===== src/dma_chan_consts.svh =====
// Register offsets, field positions and reset values of the channel
`ifndef DMA_CHAN_CONSTS_SVH
`define DMA_CHAN_CONSTS_SVH

// Register byte offsets
`define OFS_MODE       8'h00
`define OFS_PSEL       8'h04
`define OFS_CPUPRIO    8'h08
`define OFS_IRQ_STS    8'h0C
`define OFS_IRQ_MSK    8'h10

// Channel mode register fields
`define MODE_SRC_HI    7
`define MODE_SRC_LO    6
`define MODE_ACLR      5
`define MODE_PRIO_HI   2
`define MODE_TE_IE     8
`define MODE_TE_FLAG   16

// Other register fields
`define PSEL_IDX_HI    2
`define PSEL_SAMP      8
`define CPUPRIO_PCE    0

// Activation source codes
`define SRC_AUTO_CS    2'h0
`define SRC_AUTO_BURST 2'h1
`define SRC_PERIPH     2'h2
`define SRC_EXT        2'h3

// Interrupt event bits
`define EV_XFER_END    0
`define EV_BLOCKED     1
`define EV_EXT_REQ     2

// Reset values
`define RST_SRC        2'h0
`define RST_PRIO       3'h0
`define RST_EVENTS     3'h0

`endif


===== src/dma_chan_pkg.sv =====
// Types shared by the channel request and priority logic
package dma_chan_pkg;

    typedef enum logic [0:0] {
        req_idle,
        req_pend
    } req_state_t;

    // All state of the channel control module
    typedef struct packed {
        logic [1:0]  src;
        logic        aclr;
        logic [2:0]  prio;
        logic        te_ie;
        logic        te_flag;
        logic [2:0]  psel;
        logic        samp;
        logic        pce;
        logic [2:0]  sts;
        logic [2:0]  msk;
        req_state_t  fsm;
        logic [7:0]  fclr;
        logic [31:0] rdata;
    } ctrl_state_t;

    // State of the external request sampler
    typedef struct packed {
        logic prev_b;
    } samp_state_t;

endpackage


===== src/dma_chan_ctrl.sv =====
// Channel activation source, source flag clear and priority masking
//
// Local design decisions: the plain strobed port and the placing of the registers.
`timescale 1ns/1ps
`include "dma_chan_consts.svh"

module dma_chan_ctrl (
    // Clock and reset
    input  wire logic        mclk,
    input  wire logic        rst_b,
    // Register port
    input  wire logic [7:0]  addr,
    input  wire logic [31:0] wr_data,
    input  wire logic        wr_en,
    input  wire logic        rd_en,
    output logic      [31:0] rd_data,
    // CPU priority
    input  wire logic [2:0]  cpu_prio,
    // Request sources
    input  wire logic [7:0]  periph_req,
    input  wire logic        ext_req_b,
    // Transfer engine
    input  wire logic        xfer_enable,
    input  wire logic        xfer_ack,
    input  wire logic        xfer_last,
    output logic             xfer_req,
    output logic             xfer_burst,
    // Peripheral flag clear, one cycle per serviced peripheral source transfer with auto clear set
    output logic      [7:0]  periph_flag_clr,
    // Interrupts
    output logic             transfer_end_irq,
    output logic             irq
);

    dma_chan_pkg::ctrl_state_t s_q;
    dma_chan_pkg::ctrl_state_t s_d;

    logic       sel_req;
    logic [7:0] sel_onehot;
    logic       ext_req;
    logic       blocked;
    logic       trigger;
    logic       served;
    logic [2:0] ev;
    logic       wr_mode;
    logic       wr_sts;

    // Selected peripheral request
    periph_req_mux #(
        .N          (8)
    ) u_mux (
        .periph_req (periph_req),
        .sel        (s_q.psel),
        .req        (sel_req),
        .onehot     (sel_onehot)
    );

    // External request line sampling
    ext_req_sampler u_samp (
        .mclk       (mclk),
        .rst_b      (rst_b),
        .ext_req_b  (ext_req_b),
        .edge_mode  (s_q.samp),
        .req        (ext_req)
    );

    // Priority compare; equal levels do not mask the channel
    assign blocked = s_q.pce && (cpu_prio > s_q.prio);

    // Activation source decides what starts a request
    always_comb begin
        case (s_q.src)
            `SRC_AUTO_CS:    trigger = xfer_enable;
            `SRC_AUTO_BURST: trigger = xfer_enable;
            `SRC_PERIPH:     trigger = xfer_enable && sel_req;
            `SRC_EXT:        trigger = xfer_enable && ext_req;
            default:         trigger = 1'b0;
        endcase
    end

    // Request stays pending while masked, raised when priority allows
    assign xfer_req = (s_q.fsm == dma_chan_pkg::req_pend) && xfer_enable
                      && !blocked;
    assign served   = xfer_req && xfer_ack;
    assign xfer_burst = (s_q.src == `SRC_AUTO_BURST);

    // Events for the sticky status register
    always_comb begin
        ev = `RST_EVENTS;
        ev[`EV_XFER_END] = served && xfer_last;
        ev[`EV_BLOCKED]  = (s_q.fsm == dma_chan_pkg::req_pend) && blocked;
        ev[`EV_EXT_REQ]  = (s_q.src == `SRC_EXT) && ext_req;
    end

    assign wr_mode = wr_en && (addr == `OFS_MODE);
    assign wr_sts  = wr_en && (addr == `OFS_IRQ_STS);

    // Next state: registers, flags, request sequencing, read data
    always_comb begin
        s_d = s_q;
        s_d.fclr = 8'h00;

        // Software writes; each channel instance owns its fields
        if (wr_mode) begin
            s_d.src   = wr_data[`MODE_SRC_HI:`MODE_SRC_LO];
            s_d.aclr  = wr_data[`MODE_ACLR];
            s_d.prio  = wr_data[`MODE_PRIO_HI:0];
            s_d.te_ie = wr_data[`MODE_TE_IE];
            // Only a written zero clears the flag
            if (!wr_data[`MODE_TE_FLAG]) begin
                s_d.te_flag = 1'b0;
            end
        end
        if (wr_en && (addr == `OFS_PSEL)) begin
            s_d.psel = wr_data[`PSEL_IDX_HI:0];
            s_d.samp = wr_data[`PSEL_SAMP];
        end
        if (wr_en && (addr == `OFS_CPUPRIO)) begin
            s_d.pce = wr_data[`CPUPRIO_PCE];
        end
        if (wr_en && (addr == `OFS_IRQ_MSK)) begin
            s_d.msk = wr_data[2:0];
        end
        if (wr_sts) begin
            s_d.sts = s_q.sts & ~wr_data[2:0];
        end

        // Hardware set wins over a clear in the same cycle
        s_d.sts = s_d.sts | ev;
        if (ev[`EV_XFER_END]) begin
            s_d.te_flag = 1'b1;
        end

        // Request sequencing
        case (s_q.fsm)
            dma_chan_pkg::req_idle: begin
                if (trigger) begin
                    s_d.fsm = dma_chan_pkg::req_pend;
                end
            end
            dma_chan_pkg::req_pend: begin
                if (served) begin
                    s_d.fsm = dma_chan_pkg::req_idle;
                end
            end
            default: s_d.fsm = dma_chan_pkg::req_idle;
        endcase

        // Flag clear only for the peripheral source with clear bit set
        if (served && (s_q.src == `SRC_PERIPH) && s_q.aclr) begin
            s_d.fclr = sel_onehot;
        end

        // Read data, valid the cycle after the strobe
        s_d.rdata = 32'h0000_0000;
        if (rd_en) begin
            case (addr)
                `OFS_MODE: begin
                    s_d.rdata[`MODE_SRC_HI:`MODE_SRC_LO] = s_q.src;
                    s_d.rdata[`MODE_ACLR]    = s_q.aclr;
                    s_d.rdata[4:3]           = 2'h0;
                    s_d.rdata[`MODE_PRIO_HI:0] = s_q.prio;
                    s_d.rdata[`MODE_TE_IE]   = s_q.te_ie;
                    s_d.rdata[`MODE_TE_FLAG] = s_q.te_flag;
                end
                `OFS_PSEL: begin
                    s_d.rdata[`PSEL_IDX_HI:0] = s_q.psel;
                    s_d.rdata[`PSEL_SAMP]     = s_q.samp;
                end
                `OFS_CPUPRIO: s_d.rdata[`CPUPRIO_PCE] = s_q.pce;
                `OFS_IRQ_STS: s_d.rdata[2:0] = s_q.sts;
                `OFS_IRQ_MSK: s_d.rdata[2:0] = s_q.msk;
                default:      s_d.rdata = 32'h0000_0000;
            endcase
        end
    end

    // State register; mode byte comes up all zero
    always_ff @(posedge mclk) begin
        if (!rst_b) begin
            s_q.src     <= `RST_SRC;
            s_q.aclr    <= 1'b0;
            s_q.prio    <= `RST_PRIO;
            s_q.te_ie   <= 1'b0;
            s_q.te_flag <= 1'b0;
            s_q.psel    <= 3'h0;
            s_q.samp    <= 1'b0;
            s_q.pce     <= 1'b0;
            s_q.sts     <= `RST_EVENTS;
            s_q.msk     <= `RST_EVENTS;
            s_q.fsm     <= dma_chan_pkg::req_idle;
            s_q.fclr    <= 8'h00;
            s_q.rdata   <= 32'h0000_0000;
        end else begin
            s_q <= s_d;
        end
    end

    // Outputs
    assign rd_data          = s_q.rdata;
    assign periph_flag_clr  = s_q.fclr;
    assign transfer_end_irq = s_q.te_flag && s_q.te_ie;
    assign irq              = |(s_q.sts & s_q.msk);
endmodule


===== src/ext_req_sampler.sv =====
// External request line sampler, low level or falling edge
`timescale 1ns/1ps
`include "dma_chan_consts.svh"

module ext_req_sampler (
    // Clock and reset
    input  wire logic mclk,
    input  wire logic rst_b,
    // Request line and sampling choice
    input  wire logic ext_req_b,
    input  wire logic edge_mode,
    // Sampled request
    output logic      req
);

    dma_chan_pkg::samp_state_t s_q;
    dma_chan_pkg::samp_state_t s_d;

    // Remember the previous line level for edge detection
    always_comb begin
        s_d        = s_q;
        s_d.prev_b = ext_req_b;
    end

    always_ff @(posedge mclk) begin
        if (!rst_b) begin
            s_q.prev_b <= 1'b1;
        end else begin
            s_q <= s_d;
        end
    end

    // Level mode asks while low; edge mode asks once per fall
    assign req = edge_mode ? (s_q.prev_b && !ext_req_b)
                           : !ext_req_b;
endmodule


===== src/periph_req_mux.sv =====
// Selects one peripheral request and decodes its flag clear
`timescale 1ns/1ps

module periph_req_mux #(
    parameter int N = 8
) (
    // Peripheral side
    input  wire logic [N-1:0]         periph_req,
    input  wire logic [$clog2(N)-1:0] sel,
    // Selected request and one-hot of the selection
    output logic                      req,
    output logic [N-1:0]              onehot
);

    // Only the selected peripheral may trigger the channel
    always_comb begin
        req    = periph_req[sel];
        onehot = '0;
        onehot[sel] = 1'b1;
    end

endmodule


===== config.mk =====
export PLATFORM = sky130hd
export DESIGN_NAME = dma_chan_ctrl
export DESIGN_NICKNAME = d
export VERILOG_FILES = /design/src/dma_chan_pkg.sv /design/src/dma_chan_ctrl.sv /design/src/ext_req_sampler.sv /design/src/periph_req_mux.sv
export VERILOG_INCLUDE_DIRS = /design/src
export SDC_FILE = /design/constraint.sdc
export NUM_CORES = 1
export LEC_CHECK = 0
export BUFFER_PORTS_ARGS = -buffer_cell sky130_fd_sc_hd__buf_2
export CELL_PAD_IN_SITES_DETAIL_PLACEMENT = 1
export CELL_PAD_IN_SITES_GLOBAL_PLACEMENT = 1
export CORE_MARGIN = 3
export CORE_UTILIZATION = 33
export DETAILED_ROUTE_END_ITERATION = 8
export PLACE_DENSITY_LB_ADDON = 0.1
export RECOVER_POWER = 25
export SYNTH_ARGS = -nofsm -noshare
export SYNTH_HDL_FRONTEND = slang
export SYNTH_SLANG_ARGS = --single-unit

===== constraint.sdc =====
create_clock -name mclk -period 2.3 [get_ports mclk]
set_input_delay 0.575 -clock mclk [delete_from_list [all_inputs] [get_ports mclk]]
set_output_delay 0.575 -clock mclk [all_outputs]
set_load 0.01 [all_outputs]

; Word level (Yosys, flattened, before mapping)
; Index checks and enable logic that the tools add are counted.
[op_classes]
add_sub_neg = 0
multipliers = 0
div = 0
order_cmp = 3
eq_ne = 8
shifts = 0
mux = 16
bitwise = 5
reduce_logical = 30
[op_table]
columns = operator, count
row1 = $logic_and A1 B1 Y1, 19
row2 = $eq A8 B4 Y1 const B, 2
row3 = $eq A8 B3 Y1 const B, 1
row4 = $eq A8 B5 Y1 const B, 1
row5 = $logic_not A8 Y1, 1
row6 = $mux W1, 8
row7 = $pmux W2 S4, 1
row8 = $and A3 B3 Y3, 2
row9 = $reduce_and A2 Y1, 3
row10 = $pmux W1 S5, 1
row11 = $eq A2 B2 Y1 const B, 2
row12 = $lt A3 B4 Y1 const B, 1
row13 = $pmux W1 S2, 2
row14 = $bmux W1 S3, 1
row15 = $demux W1 S3, 1
row16 = $ge A3 B1 Y1 const B, 1
row17 = $gt A3 B3 Y1, 1
row18 = $mux W3, 1
row19 = $not A3 Y3, 1
row20 = $or A3 B3 Y3, 1
row21 = $pmux W1 S3, 1
row22 = $reduce_and A3 Y1, 1
row23 = $reduce_or A3 Y1, 1
row24 = $eq A2 B1 Y1 const B, 1
row25 = 6 further kinds, 7
[word_totals]
reg_bits = 61
latchBits = 0
ram_bits = 0
mem_bits_ro = 0
inputBits = 59
out_inout_bits = 44
word_cells = 78
n_memories = 0

; Depth between registers and ports, before layout
[depth]
ltp_word = 8
mapped_depth = 6
mapped_depth_nobuf = 6

; Cells and area by module
; Synthesis repeated with hierarchy kept, for this count alone.
[hier_totals]
cells_unflattened = 228
area_unflattened_um2 = 2094.5
[by_module_without_submodules]
columns = mod, instances, cells_per_inst, area_each_um2, seq_area_each_um2
row1 = dma_chan_ctrl, 1, 204, 1916.8, 720.7
row2 = periph_req_mux, 1, 20, 138.9, 0.0
row3 = ext_req_sampler, 1, 4, 38.8, 20.0

; Worst setup path before layout
; Ideal clock, no wire load.
[synth_path]
path_kind = input -> output
from = in cpu_prio[1]
to = out xfer_req
arrival_time_ns = 1.635
t_required_ns = 1.725
slack_ns = 0.090
path_stages = 5
path_buffers = 0
cell_sequence = ha_1 nor2b_1 nor3_1 o211ai_1 inv_1
[synth_via]
elab_chain_len = 4
[synth_lines]
columns = item, line_no
row1 = start: declaration, dma_chan_ctrl.sv:18  ; input wire logic [2:0] cpu_prio,
row2 = $gt A3 B3 Y1, dma_chan_ctrl.sv:68  ; assign blocked = s_q.pce && (cpu_prio > s_q.prio);
row3 = $logic_and A1 B1 Y1, dma_chan_ctrl.sv:68
row4 = $logic_not A1 Y1, dma_chan_ctrl.sv:83  ; && !blocked;
row5 = $logic_and A1 B1 Y1, dma_chan_ctrl.sv:83
row6 = end: declaration, dma_chan_ctrl.sv:26  ; output logic xfer_req,
; Every way passes these cells.

; Worst setup path after layout
; Same ends and word-level chain as after synthesis.

==> impl_metrics.csv <==
group,metric,value,unit
logic_synthesis,seq_area_frac_synth,36.54,%
setup_path,worstRegToRegCells,4,
logic_synthesis,synth_top_flop_cell,"dfxtp_1",
pwr,cellLeakagePower,1.028,nW
place,gp_congestion,0.7049,
detailed_routing,postRouteAntennaNets,0,
pwr,power.total,1.227,mW
logic_synthesis,yosysTopAreaCellShare,36.54,%
logic_synthesis,library_cell_with_the_largest_summed_area_after_synthesis,"dfxtp_1",
sta,finalSetupViolations,0,
logic_synthesis,asr_flop_ratio_synth,0,%
setup_path,register_to_register_path_setup_slack,0.63,ns
setup_path,worstPathArrival,1.61,ns
floorplanning,num_rows,27,
setup_path,critical_path.startpoint_type,"input port",
detailed_routing,vias,1493,
sta,finClkSkew,0.006336,ns
cells_and_area,regArea,744.5,sq um
grt,grt-ovfl-total,0,
cts,cts_tree,"built",
setup_path,critical_path.slowest_cell,"o211ai_1",
floorplanning,num_io_pins,103,
logic_synthesis,synth_warnings,0,
cells_and_area,area_delta_synth_final,12.90,%
sta,grt_setup_unrepaired,"no",
logic_synthesis,netlist_top_cells_area,"dfxtp_1, buf_4, mux2i_1, nor2b_1, mux4_2",
place,port_buffers,54,
floorplanning,initial_util,35.50,%
cts,worst_skew_pair.late_latency,0.29,ns
sta,maxSlewHeadroom,30.57,%
sta,finalHoldViolCount,0,
setup_path,setup.worst_path.end,"xfer_req",
cts,cts-hold-fix-buffers,0,
cts,clkTransAtPathRegs,0.07,ns
floorplanning,die_height,84.37,um
sta,layout_worst_path_cycle_share,95.03,%
detailed_routing,totalWireLength,4.815,mm
worst_hold_path,holdCritPathClass,"input port to flop",
grt,first_global_vias,1515,
job,max_cap_violations,0,
setup_path,setup.worst_path.end_class,"output port",
detailed_routing,drt_iter0_markers,44,
setup_path,r2r_start,"s_q[49]",
sta,timing.fmax,457.5,MHz
setup_path,worstSetupStartpoint,"cpu_prio[1]",
cells_and_area,layout-drive-gt1-share,29.20,%
setup_path,worst-path-max-fanout,2,
logic_synthesis,syn_area,2027,sq um
cells_and_area,final_core_util,40.08,%
sta,timing_worst_slew_pin_value,1.041,ns
grt,pin_count_of_the_biggest_net_entering_global_routing,25,
detailed_routing,remaining_drc_errors,0,
cts,clk_root_buffer_cell,"clkbuf_8",
logic_synthesis,syn_inst,207,
logic_synthesis,post_synth.cell_area_avg,9.792,sq um
logic_synthesis,synth-edff-count,0,
setup_path,timing.critical_path.required,1.73,ns
detailed_routing,detail_route.vias_per_cell,4.637,
sta,period_minus_slack,2.186,ns
cells_and_area,count_of_nets_after_finishing,311,
setup_path,worstPathCellList,"buf_2, ha_4, nand3_1, o211ai_1, o211ai_1, inv_1, buf_2",
detailed_routing,drt_first_pass_iters,4,
cts,tritoncts.num_buffers,5,
cells_and_area,area_of_the_multi_input_gates,1054,sq um
detailed_routing,route.detailed.wl_per_inst,14.95,um
setup_path,cp_slowest_stage_delay,0.28,ns
grt,antenna_found_initial,0,
place,dp.final_hpwl,3.655,mm
cts,htreeDepth,2,
grt,track_usage,13.61,%
setup_path,r2r-end,"s_q[40]",
grt,grt_first_pass_wirelength,7.645,mm
floorplanning,die_area,7118,sq um
cells_and_area,final.fill_count,700,
floorplanning,die_w,84.37,um
cells_and_area,antennaDiodeCount,0,
cts,clock-sinks,37,
run_status,outcome,"completed",
logic_synthesis,yosys_register_bits,37,
cts,cts_buffer_depth,2,
logic_synthesis,synth_cell_types,44,
floorplanning,core_region_area,5709,sq um
pwr,power_density,536.3,nW/um^2
sta,drv_slew,0,
setup_path,class_of_the_most_critical_setup_path,"input port to output port",
pwr,worst_ir_drop_vdd,0.2481,mV
## critical path, delay by kind of cell
kind / cells / cell delay (ns)
and+or+nand+nor: 1 / 0.07
AOI/OAI and AO/OA: 2 / 0.41
buffers and inverters: 3 / 0.32
adders and majority gates: 1 / 0.23
## metrics by stage
stage          hold WS (ns)  setup WS (ns)  setup TNS (ns)  area, sq um  instances
3_5_place_dp         0.4998       -0.05286        -0.05286         2173        314
5_1_grt              0.4819       0.005834               0         2288        322
3_3_place_gp         0.4946       -0.03841        -0.03841         2173        314
6_report             0.4793         0.1142               0         2288        322
2_1_floorplan        0.4444        0.08985               0         2113        230
4_1_cts              0.4684        0.02426               0         2265        322
## placed cells by master, fill, tap and decap left out, types with 4 or more instances in the layout
cell type / instances
buf_2: 41
dfxtp_1: 34
conb_1: 24
nor2b_1: 20
mux2i_1: 19
clkbuf_1: 14
nor2_1: 8
inv_1: 6
and2_1: 6
nand2_1: 6
clkbuf_8: 5
nor3_1: 4
a2bb2oi_1: 4
buf_4: 4
## power breakdown
group          switching, mW  internal, mW  leakage, nW
Clock                  0.243         0.209       0.0439
Combinational         0.0725        0.0529        0.684
Sequential           0.00481         0.644        0.300
Total                  0.321         0.906         1.03
## flip-flops by register name, indices dropped and copies added, names as in the netlist
name,count
periph_flag_clr,8
rd_data,8
s_q,20
u_samp.s_q,1
## worst min-delay path by stage
stage	depth (start not counted)	to	slack [ns]	start
after detailed placement	1	rd_data[5]	0.50	s_q[57]
after CTS	2	u_samp.s_q	0.47	ext_req_b
after floorplan	1	rd_data[5]	0.44	s_q[57]
after global routing	2	u_samp.s_q	0.48	ext_req_b
final	2	u_samp.s_q	0.48	ext_req_b
after global placement	1	rd_data[5]	0.49	s_q[57]
## cells by family (layout without fill, tap and decap cells)
logic type	Yosys count	after routing	share of synthesized area, %
buffers and inverters	54	74	17.96
adders and majority gates	3	3	1.852
other	1	24	0.1850
muxes	23	23	13.27
AOI/OAI and AO/OA	22	22	8.518
DFF	37	37	36.54
and+or+nand+nor	67	67	21.67
## per-layer routing
layer	routed length [um]	GRT usage [%]	part of all wire (%)	up-vias
met2	2260	21.66	47	55
met1	2140	17.75	44	693
met4	76	4.748	1.6	0
li1	-	-	-	739
met5	0	0	0	-
met3	338	3.729	7.0	6
## cells in the mapped netlist, drive strengths merged, types with 4 or more instances
cell type,number
a2bb2oi,4
and2,6
buf,44
dfxtp,37
inv,7
mux2i,19
nand2,6
nand3,4
nor2,8
nor2b,21
nor3,6
nor4,4
## repair_timing
action	CTS	global route
pin swaps	0	3
endpoints found under the setup margin	1	1
resized for setup	1	8
setup buffers	0	0
## layout make-up
type | count | share of cell area [%]
clock buffers | 5 | 3.007
repair buffers | 59 | 12.58
inverters | 7 | 1.148
clock inverters | 3 | 0.7654
well taps | 72 | 3.937
flip-flops and latches | 37 | 32.53
multi-input cells | 139 | 46.04
Note: power is estimated with default switching activity, not from simulation.
